<file path="config.mk">
export PLATFORM = sky130hd
export DESIGN_NAME = plc_link_top
export DESIGN_NICKNAME = d
export VERILOG_FILES = /design/src/design/plc_pkg.sv /design/src/design/plc_sync.sv /design/src/design/plc_level_map.sv /design/src/design/plc_link_top.sv
export SDC_FILE = /design/constraint.sdc
export NUM_CORES = 1
export LEC_CHECK = 0
export BUFFER_PORTS_ARGS = -buffer_cell sky130_fd_sc_hd__buf_2
export CORE_ASPECT_RATIO = 0.6
export CORE_MARGIN = 2
export CORE_UTILIZATION = 50
export CTS_CLUSTER_DIAMETER = 120
export CTS_CLUSTER_SIZE = 20
export DETAILED_ROUTE_END_ITERATION = 12
export PLACE_DENSITY = 0.69
export SLEW_MARGIN = 20
export SYNTH_ARGS = -nofsm -noshare
export SYNTH_HDL_FRONTEND = slang
export SYNTH_HIERARCHICAL = 1
export SYNTH_SLANG_ARGS = --single-unit
</file>
<file path="constraint.sdc">
create_clock -name clock -period 2.11 [get_ports clock]
set_input_delay 0.422 -clock clock [delete_from_list [all_inputs] [get_ports clock]]
set_output_delay 0.422 -clock clock [all_outputs]
set_load 0.01 [all_outputs]
</file>
<file path="src/design/plc_pkg.sv">
// Shared constants and types for the pulse-count LED level link.
package plc_pkg;
    localparam int unsigned CLK_PERIOD_PS     = 25000;
    localparam int unsigned LATCH_TIMEOUT_US  = 500;
    localparam int unsigned OFF_TIMEOUT_US    = 500;
    localparam int unsigned LATCH_CYCLES_DEF  = (LATCH_TIMEOUT_US * 1000000) / CLK_PERIOD_PS;
    localparam int unsigned OFF_CYCLES_DEF    = (OFF_TIMEOUT_US * 1000000) / CLK_PERIOD_PS;

    localparam int          NUM_OUT   = 4;
    localparam int          CNT_W     = 6;
    localparam int          TMR_W     = 16;
    localparam int          LVL_W     = 5;
    localparam int          CUR_W     = 9;

    localparam logic [CNT_W-1:0] EDGES_DATA_MAX   = 6'h20;
    localparam logic [CNT_W-1:0] EDGES_ADDR_BOTH  = 6'h21;
    localparam logic [CNT_W-1:0] EDGES_ADDR_A     = 6'h22;
    localparam logic [CNT_W-1:0] EDGES_ADDR_B     = 6'h23;
    localparam logic [CNT_W-1:0] CNT_SAT          = 6'h3f;
    localparam logic [TMR_W-1:0] TMR_SAT          = 16'hffff;

    localparam logic [1:0]       ADDR_BOTH        = 2'h0;
    localparam logic [1:0]       ADDR_GROUP_A     = 2'h1;
    localparam logic [1:0]       ADDR_GROUP_B     = 2'h2;
    localparam logic [LVL_W-1:0] LEVEL_RESET      = 5'h00;
    localparam int               GROUP_B_OUT      = 3;

    // Nominal output current per stored level, in units of 0.1 mA.
    localparam logic [CUR_W-1:0] CURRENT_TABLE [32] = '{
        9'h000, 9'h001, 9'h002, 9'h004, 9'h005, 9'h007, 9'h00b, 9'h012,
        9'h014, 9'h016, 9'h019, 9'h01c, 9'h020, 9'h023, 9'h028, 9'h02d,
        9'h033, 9'h038, 9'h03c, 9'h046, 9'h050, 9'h05a, 9'h064, 9'h078,
        9'h082, 9'h096, 9'h0aa, 9'h0be, 9'h0d2, 9'h0f0, 9'h10e, 9'h12c};

    typedef enum logic [1:0] {
        ST_SHUT   = 2'b01,
        ST_ACTIVE = 2'b10
    } plc_state_t;

    typedef struct packed {
        logic             enable;
        logic             load_switch;
        logic [CUR_W-1:0] current;
    } plc_drive_t;

    typedef struct packed {
        plc_state_t                state;
        logic                      pin_prev;
        logic [CNT_W-1:0]          count;
        logic [TMR_W-1:0]          timer;
        logic [1:0]                addr;
        logic [LVL_W-1:0]          lvl_a;
        logic [LVL_W-1:0]          lvl_b;
        plc_drive_t [NUM_OUT-1:0]  drive;
    } plc_core_t;
endpackage

</file>
<file path="src/design/plc_sync.sv">
// Two-flop synchroniser for asynchronous pin inputs.
`timescale 1ns/1ps
module plc_sync
    import plc_pkg::*;
#(
    parameter int W = 1
)
(
    input  wire logic         clock,
    input  wire logic         rst,
    input  wire logic [W-1:0] async_in,
    output logic      [W-1:0] sync_out
);
    typedef struct packed {
        logic [W-1:0] meta;
        logic [W-1:0] stable;
    } plc_sync_t;

    plc_sync_t s_q;
    plc_sync_t s_d;

    always_comb
    begin
        s_d.meta   = async_in;
        s_d.stable = s_q.meta;
    end

    always_ff @(posedge clock or posedge rst)
    begin
        if (rst)
        begin
            s_q <= '0;
        end
        else
        begin
            s_q <= s_d;
        end
    end

    assign sync_out = s_q.stable;
endmodule

</file>
<file path="src/design/plc_level_map.sv">
// Maps a stored current level to its nominal output current.
`timescale 1ns/1ps
module plc_level_map
    import plc_pkg::*;
(
    input  wire logic [LVL_W-1:0] level,
    output logic      [CUR_W-1:0] current
);
    always_comb
    begin
        current = CURRENT_TABLE[level];
    end
endmodule

</file>
<file path="src/design/plc_link_top.sv">
// Pulse-count single-wire receiver and LED level registers.
`timescale 1ns/1ps
module plc_link_top
    import plc_pkg::*;
#(
    parameter int unsigned LATCH_CYCLES = LATCH_CYCLES_DEF,
    parameter int unsigned OFF_CYCLES   = OFF_CYCLES_DEF
)
(
    input  wire logic               clock,
    input  wire logic               rst,
    input  wire logic               en_set,
    input  wire logic [NUM_OUT-1:0] vin_above_load,
    output plc_drive_t              led_output_one,
    output plc_drive_t              led_output_two,
    output plc_drive_t              led_output_three,
    output plc_drive_t              led_output_four,
    output logic      [LVL_W-1:0]   group_a_current_level,
    output logic      [LVL_W-1:0]   group_b_current_level,
    output logic                    device_enabled
);
    localparam logic [TMR_W-1:0] LATCH_LAST = TMR_W'(LATCH_CYCLES - 1);
    localparam logic [TMR_W-1:0] OFF_LAST   = TMR_W'(OFF_CYCLES - 1);

    plc_core_t                s_q;
    plc_core_t                s_d;
    logic                     pin_s;
    logic [NUM_OUT-1:0]       vin_s;
    logic [CUR_W-1:0]         cur_a;
    logic [CUR_W-1:0]         cur_b;
    plc_drive_t [NUM_OUT-1:0] drive_d;
    logic                     rise;
    logic                     lat_fire;
    logic                     off_fire;
    logic                     active;

    // Pins come from outside the clock domain.
    plc_sync #(.W(NUM_OUT + 1)) u_sync (
        .clock    (clock),
        .rst      (rst),
        .async_in ({vin_above_load, en_set}),
        .sync_out ({vin_s, pin_s})
    );

    plc_level_map u_map_a (
        .level   (s_q.lvl_a),
        .current (cur_a)
    );

    plc_level_map u_map_b (
        .level   (s_q.lvl_b),
        .current (cur_b)
    );

    assign active   = (s_q.state == ST_ACTIVE);
    assign rise     = pin_s & ~s_q.pin_prev;
    // A burst latches once the line has stood high for the latch time.
    assign lat_fire = active && pin_s && s_q.pin_prev && (s_q.count != '0)
                      && (s_q.timer == LATCH_LAST);
    assign off_fire = active && !pin_s && !s_q.pin_prev
                      && (s_q.timer == OFF_LAST);

    // Per-output drive: group A feeds outputs one to three, group B output four.
    genvar gi;
    generate
        for (gi = 0; gi < NUM_OUT; gi++)
        begin : g_out
            always_comb
            begin
                drive_d[gi].enable      = active;
                drive_d[gi].load_switch = active & vin_s[gi];
                if (!active)
                begin
                    drive_d[gi].current = '0;
                end
                else if (gi == GROUP_B_OUT)
                begin
                    drive_d[gi].current = cur_b;
                end
                else
                begin
                    drive_d[gi].current = cur_a;
                end
            end
        end
    endgenerate

    always_comb
    begin
        s_d          = s_q;
        s_d.pin_prev = pin_s;
        s_d.drive    = drive_d;
        // The timer measures how long the line has held its present level.
        if (pin_s != s_q.pin_prev)
        begin
            s_d.timer = '0;
        end
        else if (s_q.timer != TMR_SAT)
        begin
            s_d.timer = s_q.timer + 16'h0001;
        end
        if (rise)
        begin
            s_d.state = ST_ACTIVE;
            if (s_q.count != CNT_SAT)
            begin
                s_d.count = s_q.count + 6'h01;
            end
        end
        if (lat_fire)
        begin
            s_d.count = '0;
            if (s_q.count <= EDGES_DATA_MAX)
            begin
                // Data code 1..32 is stored as code minus one.
                case (s_q.addr)
                    ADDR_BOTH:
                    begin
                        s_d.lvl_a = LVL_W'(s_q.count - 6'h01);
                        s_d.lvl_b = LVL_W'(s_q.count - 6'h01);
                    end
                    ADDR_GROUP_A:
                    begin
                        s_d.lvl_a = LVL_W'(s_q.count - 6'h01);
                    end
                    ADDR_GROUP_B:
                    begin
                        s_d.lvl_b = LVL_W'(s_q.count - 6'h01);
                    end
                    default:
                    begin
                        s_d.lvl_a = s_q.lvl_a;
                    end
                endcase
            end
            else if (s_q.count == EDGES_ADDR_BOTH)
            begin
                s_d.addr = ADDR_BOTH;
            end
            else if (s_q.count == EDGES_ADDR_A)
            begin
                s_d.addr = ADDR_GROUP_A;
            end
            else if (s_q.count == EDGES_ADDR_B)
            begin
                s_d.addr = ADDR_GROUP_B;
            end
            else
            begin
                // Any other count is dropped and the address is kept.
                s_d.addr = s_q.addr;
            end
        end
        if (off_fire)
        begin
            s_d.state = ST_SHUT;
            s_d.count = '0;
            s_d.addr  = ADDR_BOTH;
            s_d.lvl_a = LEVEL_RESET;
            s_d.lvl_b = LEVEL_RESET;
        end
    end

    always_ff @(posedge clock or posedge rst)
    begin
        if (rst)
        begin
            s_q       <= '0;
            s_q.state <= ST_SHUT;
        end
        else
        begin
            s_q <= s_d;
        end
    end

    assign led_output_one        = s_q.drive[0];
    assign led_output_two        = s_q.drive[1];
    assign led_output_three      = s_q.drive[2];
    assign led_output_four       = s_q.drive[3];
    assign group_a_current_level = s_q.lvl_a;
    assign group_b_current_level = s_q.lvl_b;
    assign device_enabled        = s_q.drive[0].enable;
endmodule

</file>
Word level (Yosys, flattened, before mapping)
Memory sizes are Yosys's and may differ from the RTL's.
Index checks and enable logic that the tools add are counted.

storage, ports and cells
  register bits = 70
  latch bits = 0
  RAM bits = 0
  memory bits (read-only) = 576
  output and inout port bits = 55
  memories = 2

cells by class
  $add $sub $neg = 3
  $mul = 0
  div/mod/pow operators = 0
  magnitude comparators = 3
  equal/unequal tests = 11
  shift operators = 0
  muxes and demuxes = 23
  bitwise gates (word level) = 8
  reductions and logical operators = 26

memories
  name             words  width  rd ports  clocked after Yosys merged registers in  write ports  RTL line             text
  (no name shown)  32     9      1         0                                        0            plc_level_map.sv:11  current = CURRENT_TABLE[level];
  (no name shown)  32     9      1         0                                        0            plc_level_map.sv:11

operators with widths
  kind                     number
  $mux W9                  6
  $mux W16                 2
  $mux W12                 2
  $mux W6                  4
  $eq A6 B6 Y1 const B     3
  $add A16 B1 Y16 const B  1
  $eq A16 B15 Y1 const B   1
  $ne A16 B16 Y1 const B   1
  $ge A6 B6 Y1 const B     2
  $mux W2                  6
  $not A5 Y6               2
  $reduce_bool A2 Y1       6
  $mux W10                 1
  $mux W5                  2
  $reduce_and A3 Y1        3
  $logic_and A1 B1 Y1      7
  $add A6 B1 Y6 const B    1
  $le A6 B6 Y1 const B     1
  $ne A6 B6 Y1 const B     1
  $reduce_bool A3 Y1       2
  $reduce_bool A6 Y1       1
  $and A1 B1 Y1            5
  $sub A5 B1 Y5 const B    1
  $eq A2 B2 Y1 const B     2
  9 further kinds          11

Longest topological paths before layout
Gate-level depths: netlist of the first run.

  word-level depth = 7
  mapped depth = 7

Modules after synthesis
The synthesis of the first run kept the hierarchy.

modules (own cells, without submodules)
  module                   times used  cells each  area an instance (um2)  seq. area each (um2)
  plc_link_top             1           327         3311.9                  1502.7
  plc_level_map (u_map_b)  1           57          425.4                   0.0
  plc_level_map (u_map_a)  1           54          417.9                   0.0
  plc_sync                 1           11          254.0                   250.2

Least setup slack after synthesis of the first run
No wires, ideal clock.

  path type = register to register
  start point = register s_q[56] (netlist name)
  end point = register s_q[61] (netlist name)
  setup time = 79 ps
  arrival time = 1649 ps
  required time = 2031 ps
  setup slack = 382 ps
  cell stages (with the launch flop) = 8
  buffers on the path = 2
  cell sequence = dfrtp_1 ha_1 and3_1 buf_2 and3_2 buf_2 a21oi_1 mux2i_1

between the ends
  cells in the longest elaborated chain, start to end = 3

RTL lines
  what             RTL line             text
  start, declared  plc_link_top.sv:25   plc_core_t s_q;
  $add A16 B1 Y16  plc_link_top.sv:100  s_d.timer = s_q.timer + 16'h0001;
  $mux W16         plc_link_top.sv:98   else if (s_q.timer != TMR_SAT)
  $mux W16         plc_link_top.sv:94   if (pin_s != s_q.pin_prev)

Several ways; a longest one is shown, not always the timed one. The select of a mux whose other input is x is not followed.
A chain may end at the register's enable or synchronous reset.

Final worst setup path of the first run
  start point = register s_q[72] (netlist name)
  end point = register s_q[73] (netlist name)

between the ends
  cells in the longest elaborated chain, start to end = 5

RTL lines
  what                                                        RTL line
  $add A6 B1 Y6 / $reduce_bool A6 Y1 (equally long branches)  plc_link_top.sv:107, plc_link_top.sv:58
  $mux W6 / $logic_and A1 B1 Y1 (equally long branches)       plc_link_top.sv:105, plc_link_top.sv:58
  $mux W6 / $logic_and A1 B1 Y1 (equally long branches)       plc_link_top.sv:102, plc_link_top.sv:59
  $mux W6 / $reduce_bool A3 Y1 (equally long branches)        n/a
  $mux W6 / $reduce_and A2 Y1 (equally long branches)         n/a

Several ways; a longest one is shown, not always the timed one. The select of a mux whose other input is x is not followed.

==> results.py, run 1 <==
metrics = {
    "outcome": {
        "status": "completed",
    },
    "route": {
        "wl_per_cell_um": 14.9,
        "routed_wl_um": 8460,
        "drt_iter0_markers": 252,
        "drt_pre_antenna_iters": 4,
        "final_antenna_net_count": 0,
        "drc": 0,
        "vias_per_cell": 5.54,
        "vias": 3143,
    },
    "layout": {
        "final_layout_size_suffix_gt1_share_pct": 23.5,
        "antenna_cells": 0,
        "fillerInstances": 760,
        "finalNetCount": 478,
        "final_area_um2": 4660,
        "syn2layout_area_growth_pct": 5.73,
        "final_util_pct": 54.7,
        "ff_latch_area_um2": 1750,
        "multi_input_comb_area_um2": 2040,
    },
    "power": {
        "p_per_area_nw_per_um2": 747,
        "pwr-share-seq_pct": 44.4,
        "cell_internal_pwr_w": 0.00244,
        "ir_drop_mv": 0.528,
        "combinationalPowerShare_pct": 15.7,
        "switching_share_pct": 29.8,
        "p_sw_w": 0.00104,
        "clkPwrFrac_pct": 39.9,
        "power.leakage_nw": 2.23,
    },
    "clocking": {
        "cts_resized": 0,
        "cts_made_buffers": 9,
        "hold_buffers": 0,
        "post-cts-setup-buffers": 0,
        "clkTransAtPathRegs_ns": 0.06,
        "cts.sinks": 70,
        "h-tree-depth": 3,
        "cts-root-buf": "clkbuf_16",
        "worstSkewPairLatency_ns": 0.34,
        "cts_buffer_depth": 2,
        "cts_tree": "built",
    },
    "synthesis": {
        "synth_cell_types": 67,
        "yosys_warnings": 6,
        "synthTopCellsByCount": "69 x dfrtp_1, 56 x buf_4, 24 x nand2_1, 24 x o21ai_0, 23 x and2_1",
        "syn-num-nets": 477,
        "synth.avg_cell_area_um2": 9.82,
        "synth_cells": 449,
        "synth_edf_count": 0,
        "synthFlopType": "dfrtp_1",
        "async_reset_ff_share_pct": 100,
        "yosys.area.top_type": "dfrtp_1",
        "synth.most_common_cell": "dfrtp_1",
        "ys_ff_latch": 70,
        "yosys-top-cells-area": "dfrtp_1 39%, buf_4 9.5%, ha_1 6.0%, mux2i_1 4.3%, and2_1 3.3%",
        "netlist_area_um2": 4410,
        "ys_seq_area_share_pct": 39.8,
        "yosysTopAreaCellShare_pct": 39.2,
    },
    "global_routing": {
        "grt_pass1_wl_um": 14200,
        "grt_overflow": 0,
        "grt_start_max_net_pins": 61,
        "grt_pass1_vias": 2827,
        "antenna_found_initial": 0,
        "track_usage_pct": 18.7,
    },
    "timing": {
        "max-slew-margin-rel_pct": 61.3,
        "post-route-period-util_pct": 90.9,
        "grt_setup_unrepaired": "false",
        "setup_viol": 0,
        "finalSetupTns_ns": 0,
        "clock_skew_ns": 0.00675,
        "fin_crit_ns": 1.92,
        "drv_slew": 0,
        "finalHoldViolCount": 0,
        "tightest_slew_ns": 0.580,
        "timing.fmax_mhz": 521,
        "whs_ns": 0.0495,
    },
    "place": {
        "port_buffers": 61,
        "dpl.hpwl_um": 5880,
        "gp_congestion": 0.926,
        "place_area_um2": 4390,
    },
    "setup_path": {
        "end_kind": "register",
        "worstPathArrival_ns": 2.13,
        "crit_type": "reg -> reg",
        "worstSetupStartpointType": "register",
        "crit_path_max_fanout": 6,
        "crit_required_ns": 2.32,
    },
    "floorplan": {
        "die_w_um": 125,
        "dieHeight_um": 76.7,
        "die_area_um2": 9610,
        "ioPinCount": 62,
        "core_area_um2": 8520,
        "rows": 26,
        "start_util_pct": 51.7,
    },
    "worst_hold_path": {
        "hp-class": "in -> async",
    },
    "job": {
        "cap_violations": 0,
    },
}
[routing by layer]
metal  global-route usage, %  up-vias  share of wire, %
met3                    6.77        5               7.0
met4                    6.44        0              0.82
met5                       0        -                 0
met1                    27.5     1499                51
met2                    25.2      110                41
li1                        -     1529                 -
[worst max-delay path, stage by stage, from the launching register on]
cell       delay [ns]
dfrtp_1          0.43
inv_1            0.14
ha_1             0.24
nor4b_2          0.17
a21o_1           0.22
a2111oi_4        0.48
nor2_1           0.11
[path summary, 6_finish.rpt]
check | start | end | slack, ns | cells past startpoint
setup / recovery | s_q[72] | s_q[73] | 0.19 | 6
hold / removal | rst | u_sync/s_d[2] | 0.05 | 2
setup reg to reg | s_q[72] | s_q[73] | 0.19 | 6
hold reg to reg | u_sync/s_d[0] | u_sync/sync_out[0] | 0.35 | 0
max in group asynchronous | rst | led_output_four[1] | 1.68 | 3
min in group clock | vin_above_load[2] | u_sync/s_d[3] | 0.18 | 1
[power groups by stage]
stage	clock (W)	combinational, W	sequential [W]
after floorplan	0	0.000476	0.00148
after global placement	0	0.000529	0.00156
after detailed placement	0	0.000542	0.00156
after CTS	0.00143	0.000549	0.00154
after global routing	0.00149	0.000609	0.00156
final	0.00139	0.000548	0.00155
[final cells by class]
cell class                 count  share of cell area [%]
timing repair buffer          70                    8.27
sequential                    70                    37.6
clock inverter                 7                    1.07
multi-input combinational    281                    43.7
clock buffer                   9                    4.83
inverter                      18                    1.50
tap                          112                    3.01
[flip-flops by register name, indices dropped and copies added, names as in the netlist]
register	count
led_output_four	11
led_output_one	1
u_sync/s_d	5
u_sync/sync_out	5
led_output_three	10
group_a_current_level	5
group_b_current_level	5
s_q	27
led_output_two	1
[per-stage QoR]
stage	power, W	setup WS (ns)	cells
floorplan	0.00196	0.205	449
global placement	0.00209	0.264	551
detailed placement	0.00211	0.163	551
CTS	0.00352	0.137	567
global route	0.00366	0.0322	567
finish	0.00348	0.192	567
[cell usage in the layout, fill, tap and decap left out, drive strengths merged, types with 6 or more instances in the layout]
cell / instances
nor3: 6
nor2b: 7
ha: 21
and3: 9
nor2: 18
inv: 19
buf: 70
a211oi: 9
xor2: 6
mux2i: 19
clkbuf: 9
nand2: 25
and2: 24
o31ai: 8
o21ai: 25
a31oi: 7
a21oi: 15
dfrtp: 69
nand2b: 7
nand3: 11
[cell families (layout without fill, tap and decap cells)]
logic type	Yosys count	count (layout)	share of synthesized area (%)
adder cells (fa/ha/maj)	21	21	5.96
XOR/XNOR	10	10	1.99
AO/OA/AOI/OAI	89	89	13.6
buffers and inverters	98	104	14.0
AND/OR/NAND/NOR	138	138	18.6
flip-flops	70	70	39.8
multiplexers	23	23	6.10
(Power assumes the default switching activity.)
==> run 2: changes to the inputs <==
--- a/config.mk
+++ b/config.mk
@@ -6,12 +6,12 @@
 export NUM_CORES = 1
 export LEC_CHECK = 0
-export BUFFER_PORTS_ARGS = -buffer_cell sky130_fd_sc_hd__buf_2
 export CORE_ASPECT_RATIO = 0.6
-export CORE_MARGIN = 2
+export CORE_MARGIN = 3
 export CORE_UTILIZATION = 50
 export CTS_CLUSTER_DIAMETER = 120
 export CTS_CLUSTER_SIZE = 20
 export DETAILED_ROUTE_END_ITERATION = 12
-export PLACE_DENSITY = 0.69
+export DONT_BUFFER_PORTS = 1
+export PLACE_DENSITY = 0.63
 export SLEW_MARGIN = 20
 export SYNTH_ARGS = -nofsm -noshare
==> constraint.sdc (replaced) <==
create_clock -name clock -period 2.11 [get_ports clock]
set_input_delay 0.422 -clock clock [delete_from_list [all_inputs] [get_ports clock]]
set_output_delay 0.422 -clock clock [all_outputs]
set_load 0.005 [all_outputs]
==> run 2 against run 1 <==
Against the previous run:
- via count decreased by 4.5%
- largest power group unchanged
- setup slack worse by 0.066 ns
- critical endpoint is now s_q[55]
- design area decreased by 4.8%
- clock skew rose by 0.0029 ns
- critical path type unchanged
- combinational power fell by 3%
- clock-buffer cell count unchanged
==> results.py, run 2 (synthesized netlist as in run 1, its figures left out) <==
metrics = {
    "place": {
        "place_ws_ns": 0.136,
        "dpl.hpwl_um": 6080,
        "place_area_um2": 4120,
        "gp_congestion": 0.841,
        "port_buffers": 0,
    },
    "route": {
        "wl_per_cell_um": 17.1,
        "vias": 3003,
        "routed_wl_um": 8740,
        "drt_iter0_markers": 271,
        "vias_per_cell": 5.89,
        "final_antenna_net_count": 0,
        "drc": 0,
        "drt_pre_antenna_iters": 5,
    },
    "global_routing": {
        "antenna_found_initial": 0,
        "grt_pass1_wl_um": 14600,
        "track_usage_pct": 18.5,
        "grt_pass1_vias": 2800,
        "grt_overflow": 0,
        "grt_start_max_net_pins": 26,
    },
    "floorplan": {
        "start_util_pct": 53.6,
        "die_area_um2": 10000,
        "core_area_um2": 8230,
        "dieHeight_um": 78.7,
        "rows": 25,
        "die_w_um": 127,
        "ioPinCount": 62,
    },
    "timing": {
        "fin_crit_ns": 1.98,
        "drv_slew": 0,
        "finalSetupTns_ns": 0,
        "tightest_slew_ns": 0.629,
        "clock_skew_ns": 0.00968,
        "grt_setup_unrepaired": "false",
        "finalHoldViolCount": 0,
        "setup_viol": 0,
        "max-slew-margin-rel_pct": 58.1,
        "setup_slack_ns": 0.126,
        "timing.fmax_mhz": 504,
        "post-route-period-util_pct": 94.0,
    },
    "job": {
        "cap_violations": 0,
    },
    "setup_path": {
        "crit_path_max_fanout": 8,
        "r2r-end": "s_q[55]",
        "crit_type": "reg -> reg",
        "worstPathArrival_ns": 2.21,
        "crit_required_ns": 2.34,
        "end_kind": "register",
        "worstRegToRegCells": 5,
        "rrSetupSlack_ns": 0.13,
        "worstSetupStartpointType": "register",
        "r2r-start": "s_q[56]",
    },
    "layout": {
        "final_common_cell": "dfrtp_1",
        "top_register": "s_q",
        "antenna_cells": 0,
        "finalNetCount": 425,
        "largest_reg_flops": 27,
        "layout_common_cells": "69 x dfrtp_1, 24 x nand2_1, 23 x o21ai_0, 23 x and2_1, 21 x ha_1",
        "syn2layout_area_growth_pct": 0.653,
        "final_area_um2": 4440,
        "fillerInstances": 725,
        "final_layout_size_suffix_gt1_share_pct": 13.2,
    },
    "power": {
        "cell_internal_pwr_w": 0.00256,
        "ir_drop_mv": 0.435,
        "switching_share_pct": 28.7,
        "power.leakage_nw": 1.97,
        "p_per_area_nw_per_um2": 809,
        "p_sw_w": 0.00103,
        "clkPwrFrac_pct": 42.1,
        "pwr-share-seq_pct": 43.1,
        "combinationalPowerShare_pct": 14.8,
    },
    "clocking": {
        "worstSkewPairLatency_ns": 0.34,
        "cts_made_buffers": 9,
        "cts.sinks": 70,
        "h-tree-depth": 3,
        "cts-root-buf": "clkbuf_16",
        "cts_buffer_depth": 2,
        "cts_tree": "built",
        "clkTransAtPathRegs_ns": 0.06,
    },
    "worst_hold_path": {
        "hp-class": "in -> reg",
        "hold_path.startpoint": "vin_above_load[3]",
        "holdPathEnd": "u_sync/s_d[4]",
        "hold_depth": 0,
    },
    "outcome": {
        "status": "completed",
    },
}
==> run 2: changes by cell type in the layout (fill, tap and decap cells not counted) <==
cell           before  now
buf_2              61    0
buf_4               8   15
bufinv_16           0    1
clkinv_2            2    1
clkinv_4            1    0
clkinvlp_4          3    4
dlygate4sd3_1       0    1
o21ai_0            24   23
o21ai_1             1    2
==> run 2: metrics by stage <==
stage                     instances  hold WS, ns  total power (W)  utilization (%)
final                           510        0.114          0.00359             53.9
after global routing            510       0.0922          0.00377             53.9
after CTS                       509       0.0974          0.00362             53.9
after detailed placement        492        0.294          0.00209             50.1
after global placement          492        0.290          0.00207             50.1
after floorplan                 449        0.262          0.00196                -
==> run 2: power groups by stage <==
stage	Clock (W)	Combinational, W	Sequential, W
6_report	0.00151	0.000531	0.00155
5_1_grt	0.00160	0.000608	0.00156
4_1_cts	0.00155	0.000531	0.00154
3_5_place_dp	0	0.000523	0.00156
3_3_place_gp	0	0.000511	0.00156
2_1_floorplan	0	0.000475	0.00148
==> run 2: final cells by class <==
cell class	count	area [µm²]	share of cell area, %
Multi-Input combinational cell	281	2040	45.9
Sequential cell	70	1750	39.5
Clock buffer	9	225	5.07
Timing Repair Buffer	17	143	3.21
Tap cell	108	135	3.04
Clock inverter	7	73.8	1.66
Inverter	18	70.1	1.58
==> run 2: layer usage <==
| layer | global-route usage, % | up-vias | part of all wire [%] | routed length, µm |
|---|---|---|---|---|
| li1 | - | 1426 | - | - |
| met1 | 27.2 | 1468 | 51 | 4440 |
| met2 | 25.2 | 98 | 41 | 3540 |
| met3 | 6.45 | 11 | 7.6 | 662 |
| met4 | 6.53 | 0 | 1.1 | 94 |
| met5 | 0 | - | 0 | 0 |
==> run 2: worst max-delay path, stage by stage, from the launching register on <==
cell	delay, ns
dfrtp_1	0.41
ha_1	0.25
and3_1	0.37
nand2_2	0.16
or3_1	0.40
o31ai_1	0.29
==> run 2: worst max-delay path by stage <==
| stage | from | endpoint | slack, ns | depth (start not counted) |
|---|---|---|---|---|
| after floorplan | rst | group_a_current_level[0] | 0.20 | 1 |
| after global placement | s_q[72] | s_q[76] | 0.17 | 6 |
| after detailed placement | s_q[72] | s_q[77] | 0.14 | 6 |
| after CTS | s_q[72] | s_q[77] | 0.12 | 6 |
| after global routing | s_q[56] | s_q[66] | 0.008 | 5 |
| final | s_q[56] | s_q[55] | 0.13 | 5 |
==> run 2: repair_timing <==
action	CTS	global route
gates resized for setup	0	1
hold buffers	1	0
buffers inserted	0	1
hold endpoints to repair	12	0
setup endpoints to repair	0	5
==> run 3: changes to the inputs <==
- SETUP_SLACK_MARGIN: default -> 0.5
==> run 3 against run 2 <==
Against the previous run:
- critical endpoint is now s_q[71]
- critical path depth did not move
- non-clock buffer count grew 33
- first-iteration DRC count up 31%
- clock power is 15% higher
- largest power group is now clock
- design area rose by 13%
- clock-buffer cell count did not move
- flip-flop and latch count is the same
- sequential share of layout area is 4.2 points lower
- register-to-register slack improved by 0.32 ns
- hold slack got worse by 0.075 ns
- utilization increased by 7.0 points
- global-route usage increased by 1.1 points
==> results.py, run 3 (synthesized netlist as in run 1, its figures left out) <==
metrics = {
    "outcome": {
        "status": "completed",
    },
    "layout": {
        "layout_common_cells": "55 x dfrtp_1, 37 x buf_4, 22 x nand2_1, 22 x and2_1, 18 x mux2i_1",
        "antenna_cells": 0,
        "ff_latch_area_um2": 1770,
        "syn2layout_area_growth_pct": 13.7,
        "final_common_cell": "dfrtp_1",
        "final_util_pct": 61.0,
        "top_register": "s_q",
        "final_area_um2": 5010,
        "multi_input_comb_area_um2": 2280,
        "finalNetCount": 458,
        "final_layout_size_suffix_gt1_share_pct": 33.6,
        "fillerInstances": 667,
        "largest_reg_flops": 27,
        "final_cells": 543,
    },
    "timing": {
        "tightest_slew_ns": 0.649,
        "drv_slew": 0,
        "setup_viol": 0,
        "max-slew-margin-rel_pct": 56.6,
        "timing.fmax_mhz": 600,
        "post-route-period-util_pct": 79.0,
        "clock_skew_ns": 0.00651,
        "grt_setup_unrepaired": "true",
        "fin_crit_ns": 1.67,
        "finalSetupTns_ns": 0,
        "finalHoldViolCount": 0,
    },
    "place": {
        "dpl.hpwl_um": 6060,
        "port_buffers": 0,
        "place_inst": 489,
        "place_area_um2": 4130,
        "gp_congestion": 0.879,
    },
    "setup_path": {
        "worstSetupStartpointType": "register",
        "crit_path_top_delay_cell": "or4_1",
        "worstPathArrival_ns": 1.92,
        "crit_type": "reg -> reg",
        "path_buf_inv": 1,
        "crit_path_max_fanout": 6,
        "end_kind": "register",
        "rrSetupSlack_ns": 0.44,
        "slowest_delay_ns": 0.52,
        "crit_required_ns": 2.36,
        "crit_family": "simple AND/OR/NAND/NOR gates",
        "crit_chain": "buf_4, and4_4, nand3_4, or4_1, a21oi_1",
    },
    "power": {
        "p_per_area_nw_per_um2": 819,
        "power.leakage_nw": 2.16,
        "ir_drop_mv": 0.487,
        "p_total_w": 0.00411,
    },
    "worst_hold_path": {
        "hp-class": "in -> async",
    },
    "floorplan": {
        "start_util_pct": 53.6,
        "die_area_um2": 10000,
        "rows": 25,
        "dieHeight_um": 78.7,
        "ioPinCount": 62,
        "die_w_um": 127,
        "core_area_um2": 8230,
    },
    "clocking": {
        "cts-root-buf": "clkbuf_16",
        "clkTransAtPathRegs_ns": 0.06,
        "cts_buffer_depth": 2,
        "h-tree-depth": 3,
        "cts_tree": "built",
        "worstSkewPairLatency_ns": 0.33,
        "cts_made_buffers": 9,
        "cts.sinks": 70,
    },
    "route": {
        "vias_per_cell": 5.81,
        "wl_per_cell_um": 17.4,
        "drc": 0,
        "drt_pre_antenna_iters": 4,
        "drt_iter0_markers": 354,
        "final_antenna_net_count": 0,
        "routed_wl_um": 9470,
        "vias": 3153,
    },
    "global_routing": {
        "grt_start_max_net_pins": 29,
        "grt_pass1_wl_um": 15500,
        "track_usage_pct": 19.6,
        "antenna_found_initial": 0,
        "grt_pass1_vias": 2951,
        "grt_overflow": 0,
    },
    "job": {
        "cap_violations": 0,
    },
}
run 3: cell count changes in the layout (fill, tap and decap cells not counted), moves of 5 or more:
cell | previous run | this run
buf_6 | 0 | 6
o21ai_1 | 2 | 10
o21ai_0 | 23 | 10
ha_1 | 21 | 13
o21ai_2 | 0 | 5
dfrtp_1 | 69 | 55
buf_4 | 15 | 37
dfrtp_2 | 0 | 14
run 3: timing repair:
| action | CTS | global route |
|---|---|---|
| hold buffers | 1 | 0 |
| pin swaps | 15 | 19 |
| buffers inserted | 27 | 10 |
| endpoints found under the hold margin | 10 | 0 |
| gates resized for setup | 38 | 52 |
| setup endpoints to repair | 47 | 43 |
run 3: worst register-to-register path: stages (launching register included):
cell	delay (ns)
dfrtp_1	0.40
buf_4	0.13
and4_4	0.27
nand3_4	0.12
or4_1	0.52
a21oi_1	0.15
run 3: through the flow:
step | setup slack [ns] | hold slack [ns]
finish | 0.442 | 0.0394
global route | 0.373 | 0.0720
CTS | 0.448 | 0.0540
detailed placement | 0.174 | 0.300
global placement | 0.225 | 0.292
floorplan | 0.501 | 0.262
run 3: cell type report:
cell class                      count  share of cell area (%)
Clock buffer                        9                    4.49
Clock inverter                      7                    2.40
Inverter                           18                    1.57
Multi-Input combinational cell    281                    45.6
Sequential cell                    70                    35.3
Tap cell                          108                    2.69
Timing Repair Buffer               50                    7.98
run 3: final timing paths:
| kind | start | endpoint | cells after the start |
|---|---|---|---|
| max | s_q[57] | s_q[71] | 5 |
| min | rst | led_output_two[9] | 1 |
| max reg2reg | s_q[57] | s_q[71] | 5 |
| min reg2reg | u_sync/s_d[1] | u_sync/sync_out[1] | 0 |
| max in group asynchronous | rst | u_sync/sync_out[0] | 2 |
| min in group clock | en_set | u_sync/s_d[0] | 0 |
run 3: report_power, final:
| group | switching, W | total [W] | leakage [nW] | internal [W] |
|---|---|---|---|---|
| combinational | 0.000394 | 0.000810 | 1.10 | 0.000416 |
| clock | 0.000580 | 0.00174 | 0.166 | 0.00116 |
| sequential | 0.000135 | 0.00156 | 0.896 | 0.00142 |
| total | 0.00111 | 0.00411 | 2.16 | 0.00300 |
run 3: layer usage:
metal | routed length [µm] | vias up | track usage (%)
met3 | 731 | 8 | 7.06
li1 | - | 1497 | -
met2 | 4030 | 98 | 27.8
met1 | 4630 | 1550 | 28.4
met4 | 80 | 0 | 5.25
met5 | 0 | - | 0
